`src/rtcc_params.svh`:
```
`ifndef RTCC_PARAMS_SVH
`define RTCC_PARAMS_SVH

// Register offsets
`define RTCC_ADDR_CS1 8'h00
`define RTCC_ADDR_CS2 8'h01
`define RTCC_ADDR_SEC 8'h02
`define RTCC_ADDR_MIN 8'h03
`define RTCC_ADDR_HOUR 8'h04
`define RTCC_ADDR_DATE 8'h05
`define RTCC_ADDR_WDAY 8'h06
`define RTCC_ADDR_MON 8'h07
`define RTCC_ADDR_YEAR 8'h08
`define RTCC_ADDR_AMIN 8'h09
`define RTCC_ADDR_AHOUR 8'h0a
`define RTCC_ADDR_ADATE 8'h0b
`define RTCC_ADDR_AWDAY 8'h0c

// Field positions
`define RTCC_CS1_EXTERNAL_TICK_SELECT_BIT 7
`define RTCC_CS1_STOP_BIT 5
`define RTCC_CS1_OVERRIDE_PERMIT_BIT 3
`define RTCC_CS2_TITP_BIT 4
`define RTCC_CS2_AF_BIT 3
`define RTCC_CS2_TF_BIT 2
`define RTCC_CS2_AIE_BIT 1
`define RTCC_CS2_TIE_BIT 0
`define RTCC_OSF_BIT 7
`define RTCC_CENT_BIT 7
`define RTCC_AE_BIT 7

// Reset values
`define RTCC_SEC_RST 8'h80
`define RTCC_DATE_RST 8'h01
`define RTCC_MON_RST 8'h01
`define RTCC_AL_RST 8'h80
`define RTCC_OVERRIDE_PERMIT_RST 1'b1

// Counter limits in BCD
`define RTCC_BCD_ZERO 8'h00
`define RTCC_BCD_ONE 8'h01
`define RTCC_BCD_59 8'h59
`define RTCC_BCD_23 8'h23
`define RTCC_BCD_12 8'h12
`define RTCC_BCD_99 8'h99
`define RTCC_DATE_31 8'h31
`define RTCC_DATE_30 8'h30
`define RTCC_DATE_29 8'h29
`define RTCC_DATE_28 8'h28
`define RTCC_WDAY_MAX 3'h6

// Prescaler
`define RTCC_PRE_CARRY_AT 6'h1f

// Timing
`define RTCC_CLK_PERIOD_NS 8
`define RTCC_OVR_HOLD_NS 1000
`define RTCC_OVR_HOLD_CYC ((`RTCC_OVR_HOLD_NS + `RTCC_CLK_PERIOD_NS - 1) / `RTCC_CLK_PERIOD_NS)

`endif

```
`src/rtcc_pkg.sv`:
```
package rtcc_pkg;

  typedef enum logic [1:0] {OV_IDLE, OV_SDA_LO, OV_SCL_LO, OV_SCL_HI} rtcc_ovr_t;

  typedef struct packed {
    logic [5:0] count;
  } rtcc_pre_t;

  typedef struct packed {
    logic [7:0] sec;
    logic [7:0] min;
    logic [7:0] hour;
    logic [7:0] date;
    logic [2:0] wday;
    logic [7:0] mon;
    logic [7:0] year;
    logic [7:0] amin;
    logic [7:0] ahour;
    logic [7:0] adate;
    logic [7:0] awday;
    logic external_tick_select;
    logic stop;
    logic override_permit;
    logic titp;
    logic tf;
    logic aie;
    logic tie;
    logic af;
    logic achk;
    logic por;
    logic ovr;
    rtcc_ovr_t ovst;
    logic [7:0] ovcnt;
    logic sqw_prev;
    logic sqw_out;
    logic [7:0] rdata;
  } rtcc_state_t;

endpackage : rtcc_pkg

```
`src/rtcc_bcd_step.sv`:
```
`timescale 1ns/100ps
`default_nettype none

module rtcc_bcd_step (
  // Current value and limits
  input wire logic [7:0] i_val,
  input wire logic [7:0] i_max,
  input wire logic [7:0] i_min,
  // Next value and wrap
  output logic [7:0] o_next,
  output logic o_wrap
);

  always_comb begin
    o_wrap = (i_val >= i_max);
    if (o_wrap) begin
      o_next = i_min;
    end else if (i_val[3:0] >= 4'h9) begin
      o_next = {4'(i_val[7:4] + 4'h1), 4'h0};
    end else begin
      o_next = {i_val[7:4], 4'(i_val[3:0] + 4'h1)};
    end
  end

endmodule : rtcc_bcd_step

`default_nettype wire

```
`src/rtcc_calendar_alarm_core.sv`:
```
`timescale 1ns/100ps
`default_nettype none
`include "rtcc_params.svh"

// Behaviour
// Weekday counts 0 to 6 then wraps to 0 on next day.
// Date, month and year held as BCD, one digit per nibble.
// Date maximum 31, 30 or 28 by month in ordinary years.
// Years divisible by four, 00 included, let February reach 29.
// Date past month maximum reloads to 1 and increments month.
// Month counts 1 to 12; wrap to 1 increments year.
// Year counts 00 to 99 in BCD, wrapping to 00.
// Century bit 7 of month toggles on year overflow 99 to 00.
// Alarm field compared only when its disable bit is 0.
// Alarm flag set when all enabled comparisons first match together.
// Flag stays set until cleared; sets again only on new matching increment.
// External tick select makes square-wave pin an input replacing 64 Hz tick.
// In test mode pin rising edges divided by 64 into seconds.
// Stop holds prescaler at zero until stop is cleared.
// After stop release first second at 32nd edge, then every 64.
// Software pulses stop after entering test mode; prescaler state unknown.
// Recognised override sequence immediately releases internal power-on reset.
// Writing 0 to override permit leaves override mode, nothing else. Code re-asserts power-on reset if override was active and oscillator not ready.
// Override entry accepted only while override permit is 1.
// Override detected from ordered data/clock line steps, each held a minimum.
// Alarm evaluated on minute-or-higher increments, once per matching minute.
// Stop clears divider chain and halts timekeeping; square wave stays.
// Seconds and minutes count 00 to 59 in BCD and carry.
// Hour wrap 23 to 00 increments date and weekday.
// Writing 0 clears alarm flag; writing 1 leaves it.
module rtcc_calendar_alarm_core (
  // Clock and reset
  input wire logic i_clk,
  input wire logic i_sys_rst,
  // Register access port
  input wire logic i_reg_wr,
  input wire logic i_reg_rd,
  input wire logic [7:0] i_reg_addr,
  input wire logic [7:0] i_reg_wdata,
  output logic [7:0] o_reg_rdata,
  // Time base and oscillator status
  input wire logic i_tick_64hz,
  input wire logic i_osc_ready,
  input wire logic i_osc_fail,
  input wire logic i_sqw_source,
  // Square-wave pin
  input wire logic i_square_wave_pin,
  output logic o_square_wave_pin,
  output logic o_square_wave_pin_oe,
  // Two-wire bus lines, observed only
  input wire logic i_sda,
  input wire logic i_scl,
  // Status
  output logic o_alarm_hit_flag,
  output logic o_external_tick_mode,
  output logic o_por_active,
  output logic o_override_active
);
  import rtcc_pkg::*;

  rtcc_state_t q;
  rtcc_state_t d;

  logic tick;
  logic hold;
  logic sec_inc;
  logic min_inc;
  logic hour_inc;
  logic day_inc;
  logic mon_inc;
  logic year_inc;
  logic cent_flip;
  logic sec_wrap;
  logic min_wrap;
  logic hour_wrap;
  logic date_wrap;
  logic mon_wrap;
  logic year_wrap;
  logic [7:0] sec_next;
  logic [7:0] min_next;
  logic [7:0] hour_next;
  logic [7:0] date_next;
  logic [7:0] mon_next;
  logic [7:0] year_next;
  logic [7:0] date_max;
  logic leap;
  logic any_en;
  logic match;
  logic af_set;
  logic wr;
  logic cnt_ok;
  logic ovr_enter;
  logic [7:0] rd_mux;

  // Tick source: pin rising edge in test mode, else internal 64 Hz
  assign tick = q.external_tick_select ? (i_square_wave_pin && !q.sqw_prev) : i_tick_64hz;
  assign hold = q.stop || q.por;

  rtcc_prescaler u_pre (
    .i_clk(i_clk),
    .i_sys_rst(i_sys_rst),
    .i_hold(hold),
    .i_tick(tick),
    .o_carry(sec_inc)
  );

  rtcc_bcd_step u_sec (
    .i_val({1'b0, q.sec[6:0]}),
    .i_max(`RTCC_BCD_59),
    .i_min(`RTCC_BCD_ZERO),
    .o_next(sec_next),
    .o_wrap(sec_wrap)
  );

  rtcc_bcd_step u_min (
    .i_val(q.min),
    .i_max(`RTCC_BCD_59),
    .i_min(`RTCC_BCD_ZERO),
    .o_next(min_next),
    .o_wrap(min_wrap)
  );

  rtcc_bcd_step u_hour (
    .i_val(q.hour),
    .i_max(`RTCC_BCD_23),
    .i_min(`RTCC_BCD_ZERO),
    .o_next(hour_next),
    .o_wrap(hour_wrap)
  );

  rtcc_bcd_step u_date (
    .i_val(q.date),
    .i_max(date_max),
    .i_min(`RTCC_BCD_ONE),
    .o_next(date_next),
    .o_wrap(date_wrap)
  );

  rtcc_bcd_step u_mon (
    .i_val({3'h0, q.mon[4:0]}),
    .i_max(`RTCC_BCD_12),
    .i_min(`RTCC_BCD_ONE),
    .o_next(mon_next),
    .o_wrap(mon_wrap)
  );

  rtcc_bcd_step u_year (
    .i_val(q.year),
    .i_max(`RTCC_BCD_99),
    .i_min(`RTCC_BCD_ZERO),
    .o_next(year_next),
    .o_wrap(year_wrap)
  );

  // Carry chain
  assign min_inc = sec_inc && sec_wrap;
  assign hour_inc = min_inc && min_wrap;
  assign day_inc = hour_inc && hour_wrap;
  assign mon_inc = day_inc && date_wrap;
  assign year_inc = mon_inc && mon_wrap;
  assign cent_flip = year_inc && year_wrap;

  // Leap when BCD year divisible by four
  assign leap = q.year[4] ? ((q.year[3:0] == 4'h2) || (q.year[3:0] == 4'h6)) :
                ((q.year[3:0] == 4'h0) || (q.year[3:0] == 4'h4) || (q.year[3:0] == 4'h8));

  always_comb begin
    unique case (q.mon[4:0])
      5'h02: date_max = leap ? `RTCC_DATE_29 : `RTCC_DATE_28;
      5'h04, 5'h06, 5'h09, 5'h11: date_max = `RTCC_DATE_30;
      default: date_max = `RTCC_DATE_31;
    endcase
  end

  // Alarm compare, disabled fields ignored
  assign any_en = !(q.amin[`RTCC_AE_BIT] && q.ahour[`RTCC_AE_BIT] &&
                    q.adate[`RTCC_AE_BIT] && q.awday[`RTCC_AE_BIT]);
  assign match = any_en &&
                 (q.amin[`RTCC_AE_BIT] || (q.amin[6:0] == q.min[6:0])) &&
                 (q.ahour[`RTCC_AE_BIT] || (q.ahour[5:0] == q.hour[5:0])) &&
                 (q.adate[`RTCC_AE_BIT] || (q.adate[5:0] == q.date[5:0])) &&
                 (q.awday[`RTCC_AE_BIT] || (q.awday[2:0] == q.wday));
  assign af_set = q.achk && match;

  assign wr = i_reg_wr && !q.por;
  assign cnt_ok = (q.ovcnt >= 8'(`RTCC_OVR_HOLD_CYC));
  assign ovr_enter = (q.ovst == OV_SCL_HI) && i_sda && i_scl && cnt_ok;

  always_comb begin
    unique case (i_reg_addr)
      `RTCC_ADDR_CS1: rd_mux = {q.external_tick_select, 1'b0, q.stop, 1'b0, q.override_permit, 3'h0};
      `RTCC_ADDR_CS2: rd_mux = {3'h0, q.titp, q.af, q.tf, q.aie, q.tie};
      `RTCC_ADDR_SEC: rd_mux = q.sec;
      `RTCC_ADDR_MIN: rd_mux = q.min;
      `RTCC_ADDR_HOUR: rd_mux = q.hour;
      `RTCC_ADDR_DATE: rd_mux = q.date;
      `RTCC_ADDR_WDAY: rd_mux = {5'h00, q.wday};
      `RTCC_ADDR_MON: rd_mux = q.mon;
      `RTCC_ADDR_YEAR: rd_mux = q.year;
      `RTCC_ADDR_AMIN: rd_mux = q.amin;
      `RTCC_ADDR_AHOUR: rd_mux = q.ahour;
      `RTCC_ADDR_ADATE: rd_mux = q.adate;
      `RTCC_ADDR_AWDAY: rd_mux = q.awday;
      default: rd_mux = 8'h00;
    endcase
  end

  always_comb begin
    d = q;
    d.sqw_prev = i_square_wave_pin;
    d.sqw_out = i_sqw_source;
    d.achk = min_inc;
    if (sec_inc) begin
      d.sec[6:0] = sec_next[6:0];
    end
    if (min_inc) begin
      d.min = min_next;
    end
    if (hour_inc) begin
      d.hour = hour_next;
    end
    if (day_inc) begin
      d.date = date_next;
      d.wday = (q.wday >= `RTCC_WDAY_MAX) ? 3'h0 : 3'(q.wday + 3'h1);
    end
    if (mon_inc) begin
      d.mon[4:0] = mon_next[4:0];
    end
    if (year_inc) begin
      d.year = year_next;
    end
    if (cent_flip) begin
      d.mon[`RTCC_CENT_BIT] = !q.mon[`RTCC_CENT_BIT];
    end
    // Power-on reset ends when the oscillator is ready
    d.por = q.por && !i_osc_ready;
    // Override sequence: SDA low under SCL high, SCL low, SCL high, SDA high
    d.ovcnt = cnt_ok ? q.ovcnt : 8'(q.ovcnt + 8'h01);
    unique case (q.ovst)
      OV_IDLE: begin
        d.ovcnt = 8'h00;
        if (q.override_permit && i_scl && !i_sda) begin
          d.ovst = OV_SDA_LO;
        end
      end
      OV_SDA_LO: begin
        if (!i_scl && !i_sda && cnt_ok) begin
          d.ovst = OV_SCL_LO;
          d.ovcnt = 8'h00;
        end else if (i_sda || !i_scl) begin
          d.ovst = OV_IDLE;
        end
      end
      OV_SCL_LO: begin
        if (i_scl && !i_sda && cnt_ok) begin
          d.ovst = OV_SCL_HI;
          d.ovcnt = 8'h00;
        end else if (i_sda || i_scl) begin
          d.ovst = OV_IDLE;
        end
      end
      OV_SCL_HI: begin
        if (ovr_enter || i_sda || !i_scl) begin
          d.ovst = OV_IDLE;
        end
      end
    endcase
    if (!q.override_permit) begin
      d.ovst = OV_IDLE;
    end
    if (ovr_enter && q.override_permit) begin
      d.ovr = 1'b1;
      d.por = 1'b0;
    end
    // Register writes override the count in the same cycle
    if (wr) begin
      unique case (i_reg_addr)
        `RTCC_ADDR_CS1: begin
          d.external_tick_select = i_reg_wdata[`RTCC_CS1_EXTERNAL_TICK_SELECT_BIT];
          d.stop = i_reg_wdata[`RTCC_CS1_STOP_BIT];
          d.override_permit = i_reg_wdata[`RTCC_CS1_OVERRIDE_PERMIT_BIT];
          if (!i_reg_wdata[`RTCC_CS1_OVERRIDE_PERMIT_BIT]) begin
            d.ovr = 1'b0;
            d.por = q.ovr && !i_osc_ready;
          end
        end
        `RTCC_ADDR_CS2: begin
          d.titp = i_reg_wdata[`RTCC_CS2_TITP_BIT];
          d.tf = i_reg_wdata[`RTCC_CS2_TF_BIT];
          d.aie = i_reg_wdata[`RTCC_CS2_AIE_BIT];
          d.tie = i_reg_wdata[`RTCC_CS2_TIE_BIT];
          if (!i_reg_wdata[`RTCC_CS2_AF_BIT]) begin
            d.af = 1'b0;
          end
        end
        `RTCC_ADDR_SEC: d.sec = i_reg_wdata;
        `RTCC_ADDR_MIN: d.min = {1'b0, i_reg_wdata[6:0]};
        `RTCC_ADDR_HOUR: d.hour = {2'h0, i_reg_wdata[5:0]};
        `RTCC_ADDR_DATE: d.date = {2'h0, i_reg_wdata[5:0]};
        `RTCC_ADDR_WDAY: d.wday = i_reg_wdata[2:0];
        `RTCC_ADDR_MON: d.mon = {i_reg_wdata[7], 2'h0, i_reg_wdata[4:0]};
        `RTCC_ADDR_YEAR: d.year = i_reg_wdata;
        `RTCC_ADDR_AMIN: d.amin = i_reg_wdata;
        `RTCC_ADDR_AHOUR: d.ahour = {i_reg_wdata[7], 1'b0, i_reg_wdata[5:0]};
        `RTCC_ADDR_ADATE: d.adate = {i_reg_wdata[7], 1'b0, i_reg_wdata[5:0]};
        `RTCC_ADDR_AWDAY: d.awday = {i_reg_wdata[7], 4'h0, i_reg_wdata[2:0]};
        default: ;
      endcase
    end
    // Hardware set wins over a clear in the same cycle
    if (i_osc_fail) begin
      d.sec[`RTCC_OSF_BIT] = 1'b1;
    end
    if (af_set) begin
      d.af = 1'b1;
    end
    if (i_reg_rd) begin
      d.rdata = rd_mux;
    end
  end

  always_ff @(posedge i_clk or posedge i_sys_rst) begin
    if (i_sys_rst) begin
      q <= '0;
      q.sec <= `RTCC_SEC_RST;
      q.date <= `RTCC_DATE_RST;
      q.mon <= `RTCC_MON_RST;
      q.amin <= `RTCC_AL_RST;
      q.ahour <= `RTCC_AL_RST;
      q.adate <= `RTCC_AL_RST;
      q.awday <= `RTCC_AL_RST;
      q.override_permit <= `RTCC_OVERRIDE_PERMIT_RST;
      q.por <= 1'b1;
      q.ovst <= OV_IDLE;
    end else begin
      q <= d;
    end
  end

  assign o_reg_rdata = q.rdata;
  assign o_alarm_hit_flag = q.af;
  assign o_external_tick_mode = q.external_tick_select;
  assign o_por_active = q.por;
  assign o_override_active = q.ovr;
  assign o_square_wave_pin = q.sqw_out;
  assign o_square_wave_pin_oe = !q.external_tick_select;
endmodule : rtcc_calendar_alarm_core

`default_nettype wire

```
`src/rtcc_prescaler.sv`:
```
`timescale 1ns/100ps
`default_nettype none
`include "rtcc_params.svh"

module rtcc_prescaler (
  // Clock and reset
  input wire logic i_clk,
  input wire logic i_sys_rst,
  // Control
  input wire logic i_hold,
  input wire logic i_tick,
  // Seconds carry
  output logic o_carry
);
  import rtcc_pkg::*;

  rtcc_pre_t q;
  rtcc_pre_t d;

  always_comb begin
    d = q;
    if (i_hold) begin
      d.count = 6'h00;
    end else if (i_tick) begin
      d.count = 6'(q.count + 6'h01);
    end
  end

  always_ff @(posedge i_clk or posedge i_sys_rst) begin
    if (i_sys_rst) begin
      q <= '0;
    end else begin
      q <= d;
    end
  end

  // Carry on the 31 to 32 step: first after 32 ticks, then every 64
  assign o_carry = !i_hold && i_tick && (q.count == `RTCC_PRE_CARRY_AT);

  // Ticks seen since hold release or last carry
  logic [6:0] hc_q;
  logic first_q;
  always_ff @(posedge i_clk or posedge i_sys_rst) begin
    if (i_sys_rst) begin
      hc_q <= 7'h00;
      first_q <= 1'b1;
    end else if (i_hold) begin
      hc_q <= 7'h00;
      first_q <= 1'b1;
    end else if (o_carry) begin
      hc_q <= 7'h00;
      first_q <= 1'b0;
    end else if (i_tick) begin
      hc_q <= 7'(hc_q + 7'h01);
    end
  end
endmodule : rtcc_prescaler

`default_nettype wire
```
`config.mk`:
```
export PLATFORM = sky130hd
export DESIGN_NAME = rtcc_calendar_alarm_core
export DESIGN_NICKNAME = d
export VERILOG_FILES = /design/src/rtcc_pkg.sv /design/src/rtcc_bcd_step.sv /design/src/rtcc_calendar_alarm_core.sv /design/src/rtcc_prescaler.sv
export VERILOG_INCLUDE_DIRS = /design/src /design/src/src
export SDC_FILE = /design/constraint.sdc
export NUM_CORES = 1
export LEC_CHECK = 0
export BUFFER_PORTS_ARGS = -buffer_cell sky130_fd_sc_hd__clkbuf_2
export CAP_MARGIN = 5
export CORE_AREA = 3 3 175 143
export DETAILED_ROUTE_END_ITERATION = 12
export DIE_AREA = 0 0 178 146
export GPL_ROUTABILITY_DRIVEN = 0
export MAX_ROUTING_LAYER = met4
export PLACE_DENSITY = 0.62
export SLEW_MARGIN = 10
export SYNTH_ARGS = -nofsm -noshare
export SYNTH_HDL_FRONTEND = slang
export SYNTH_HIERARCHICAL = 1
export SYNTH_SLANG_ARGS = --single-unit
```
`constraint.sdc`:
```
create_clock -name i_clk -period 9.1 [get_ports i_clk]
set_input_delay 0.455 -clock i_clk [delete_from_list [all_inputs] [get_ports i_clk]]
set_output_delay 0.455 -clock i_clk [all_outputs]
set_load 0.01 [all_outputs]
```
# Word level (Yosys, flattened, before mapping)
# Cells that the tools add are included.
# Widths: inputs -> output; s select.
[op_classes]
mux = 60
n_addsub = 15
reduce_logical = 69
n_eq_ne = 34
n_lt_le_gt_ge = 14
[op_table]
columns = ["op", "count"]
rows = [
  ["$mux 8", 24],
  ["$pmux 8 s13", 1],
  ["$mux 91", 1],
  ["$add 4x1->4 const B", 10],
  ["$eq 8x4->1 const B", 5],
  ["$eq 8x3->1 const B", 4],
  ["$logic_and 1x1->1", 30],
  ["$ge 4x4->1 const B", 6],
  ["$pmux 8 s3", 1],
  ["$mux 2", 11],
  ["$mux 7", 3],
  ["$mux 5", 4],
  ["$eq 8x2->1 const B", 2],
  ["$ge 8x7->1 const B", 2],
  ["$reduce_and 2->1", 7],
  ["$eq 6x6->1", 2],
  ["$logic_or 1x1->1", 12],
  ["$mux 6", 2],
  ["$mux 11", 1],
  ["$eq 5x3->1 const B", 2],
  ["$pmux 5 s2", 1],
  ["$reduce_bool 2->1", 5],
  ["$logic_not 1->1", 9],
  ["$mux 3", 3],
  ["34 further kinds", 44],
]
[totals]
output_inout_bits = 14
register_bits = 112
in_bits = 27
elab_cells = 221

# Depth between registers and ports, before layout
[logic_depth]
ltp_word = 15
mapped_depth = 16
depth_no_buf = 14

# Modules after synthesis
# The synthesis kept the hierarchy.
[by_module_without_submodules]
columns = ["module", "n_inst", "area_each_um2", "cells_each"]
rows = [
  ["rtcc_calendar_alarm_core", 1, 5957.0, 594],
  ["rtcc_bcd_step", 6, 511.7, 58],
  ["rtcc_prescaler", 1, 287.8, 28],
]

# Worst setup path after synthesis
# OpenSTA, ideal clock, no wires.
[synth_timing]
kind = "register to register"
start = "register q[66] in the netlist's numbering"
end = "register q[63] in the netlist's numbering"
t_arrival_ns = 3.152
setup_ns = 0.126
setup_slack_ns = 5.822
n_path_buf = 2
period_less_slack_ns = 3.278
path_stages_with_launch = 17
cell_sequence = "dfrtp_1 a211oi_1 a31oi_1 o21ai_0 a2111oi_0 a21oi_1 ha_1 nand2b_4 a2111oi_4 o31a_1 buf_6 inv_1 and3_1 buf_2 nand2_1 mux2i_1 a21oi_1"
[synth_lines]
columns = ["element", "line_no", "text"]
rows = [
  ["from (decl)", "rtcc_calendar_alarm_core.sv:61", "rtcc_state_t q;"],
]

==> flow_summary.ini <==
[critical_path]
slowest_stage = dfrtp_1
cp-start-kind = flop
worstPathArrival_ns = 4.31
crit_path_end = q[69]
startpoint = q[66]
critPathTopFamily = compound AO/OA/AOI/OAI gates
endpoint_kind = flop
path_cells = a211oi_1, a31oi_1, o21ai_0, a2111oi_0, a21oi_1, ha_1, nand2b_4, a2111oi_4, o31a_1, inv_1, and3_1, nand2_1, mux2i_1, a21oi_1
cp.depth = 14
crit_top_cell = a21oi_1
r2r_cells = 14
critical_path_required_ns = 9.32
cp_max_fo = 10
worstSetupPathType = reg -> reg
r2r_setup_slack_ns = 5.02
timing.rr.end = q[69]
path_buf_inv = 1
cpPeakStageDelay_ns = 0.52
reg2reg_from = q[66]

[grt]
antenna_found_initial = 0
grt_pass1_wl_um = 37600
grt_max_degree = 67
grt_overflow = 0
grtUsageTotal_pct = 18.7
grt_pass1_vias = 6753

[detailed_routing]
wire_per_inst_um = 16.9
route.detailed.drc = 0
wl_um = 23300
drtPass1Iterations = 8
drtIter0Drc = 723
drtAntennaViolNets = 0
num_vias = 7163
via_per_inst = 5.21

[timing]
setup_ws_ns = 5.02
rsz0062_at_grt = no
final.period_utilization_pct = 44.9
hold_viol = 0
tns_ns = 0
max_freq_mhz = 245
finalCriticalPeriod_ns = 4.08
worst_slew_pin_slew_ns = 1.03
maxSlewHeadroom_pct = 31.0
skew_ns = 0.00831
drv_slew = 0
final-setup-viol-count = 0

[die]
die_y_um = 146
core_um2 = 23300
rows = 50
fp.dieW_um = 178
ios = 41
initial_utilization_pct = 39.3
die-area_um2 = 26000

[worst_hold_path]
hold_class = in -> async

[clock_tree]
clk_path_buf_depth = 2
cts_root_buf = clkbuf_16
path_clk_slew_ns = 0.07
clock_latency_ns = 0.35
cts_tree = yes
cts_buffers = 9
cts_hold_buf = 0
cts_resized = 0
cts.sinks = 112
post_cts_buffers = 0
htreeDepth = 3

[cells_and_area]
layout_common_cells = 103 x dfrtp_1, 93 x conb_1, 86 x nor2_1, 83 x inv_1, 77 x ha_1
final_core_util_pct = 43.6
final_common_cell = dfrtp_1
drive_above_1_share_pct = 17.7
num_antenna_cells = 0
syn2layout_area_growth_pct = 10.8
instances_no_fill = 1376
fin_nets = 1163

[pwr]
ir_worst_vdd_mv = 0.0971
p_leak_nw = 5.02
power.density_nw_per_um2 = 145
p_total_mw = 1.47

[place]
dp_worst_setup_slack_ns = 5.02
dp_cells = 1360
dp_hpwl_um = 17400
port_buffers = 40

[outcome]
status = complete, no violations

[synth]
ys.warnings.count = 6
syn_inst = 956
synth.avg_cell_area_um2 = 9.60
syn_area_um2 = 9180

[flow_run]
maxCapViolations = 0
[state kept, by name (all words and copies together) (netlist names)]
signal / flops
q: 93
o_square_wave_pin: 1
u_pre/q: 6
o_reg_rdata: 8
o_override_active: 1
o_por_active: 1
o_external_tick_mode: 1
o_alarm_hit_flag: 1
[where the power goes]
group          leakage [nW]  internal [mW]  total, mW  switching, mW
Sequential             1.49          0.546      0.632         0.0861
Clock                 0.147          0.223      0.407          0.184
Combinational          3.38          0.230      0.434          0.204
[final cells by class]
class	instances	area (µm²)
sequential	112	2810
inverter	84	318
timing repair buffer	44	230
clock inverter	4	52.6
clock buffer	12	246
fill	2281	13200
multi-input combinational	808	6120
tap	312	390
[how the worst min path moves through the flow]
stage	start	end
after floorplan	i_sys_rst	u_pre/q[0]
after global placement	i_sys_rst	u_pre/q[0]
after detailed placement	i_sys_rst	u_pre/q[0]
after CTS	i_sys_rst	u_pre/q[4]
after global routing	i_sys_rst	u_pre/q[4]
final	i_sys_rst	u_pre/q[4]
[routing by layer]
layer	vias to the layer above	wire [µm]	global-route usage, %	share of wire (%)
li1	3494	-	-	-
met1	3432	11600	28.3	50
met2	227	9740	25.8	42
met3	10	1830	4.28	7.9
met4	0	134	2.75	0.58
met5	-	0	-	0
[metrics by stage]
step | instance area (µm²) | hold WS (ns)
global route | 10200 | 0.0331
floorplan | 9520 | 0.246
detailed placement | 9870 | 0.412
finish | 10200 | 0.0350
CTS | 10200 | 0.0323
global placement | 9870 | 0.412
Note: power is estimated with default switching activity, not from simulation.
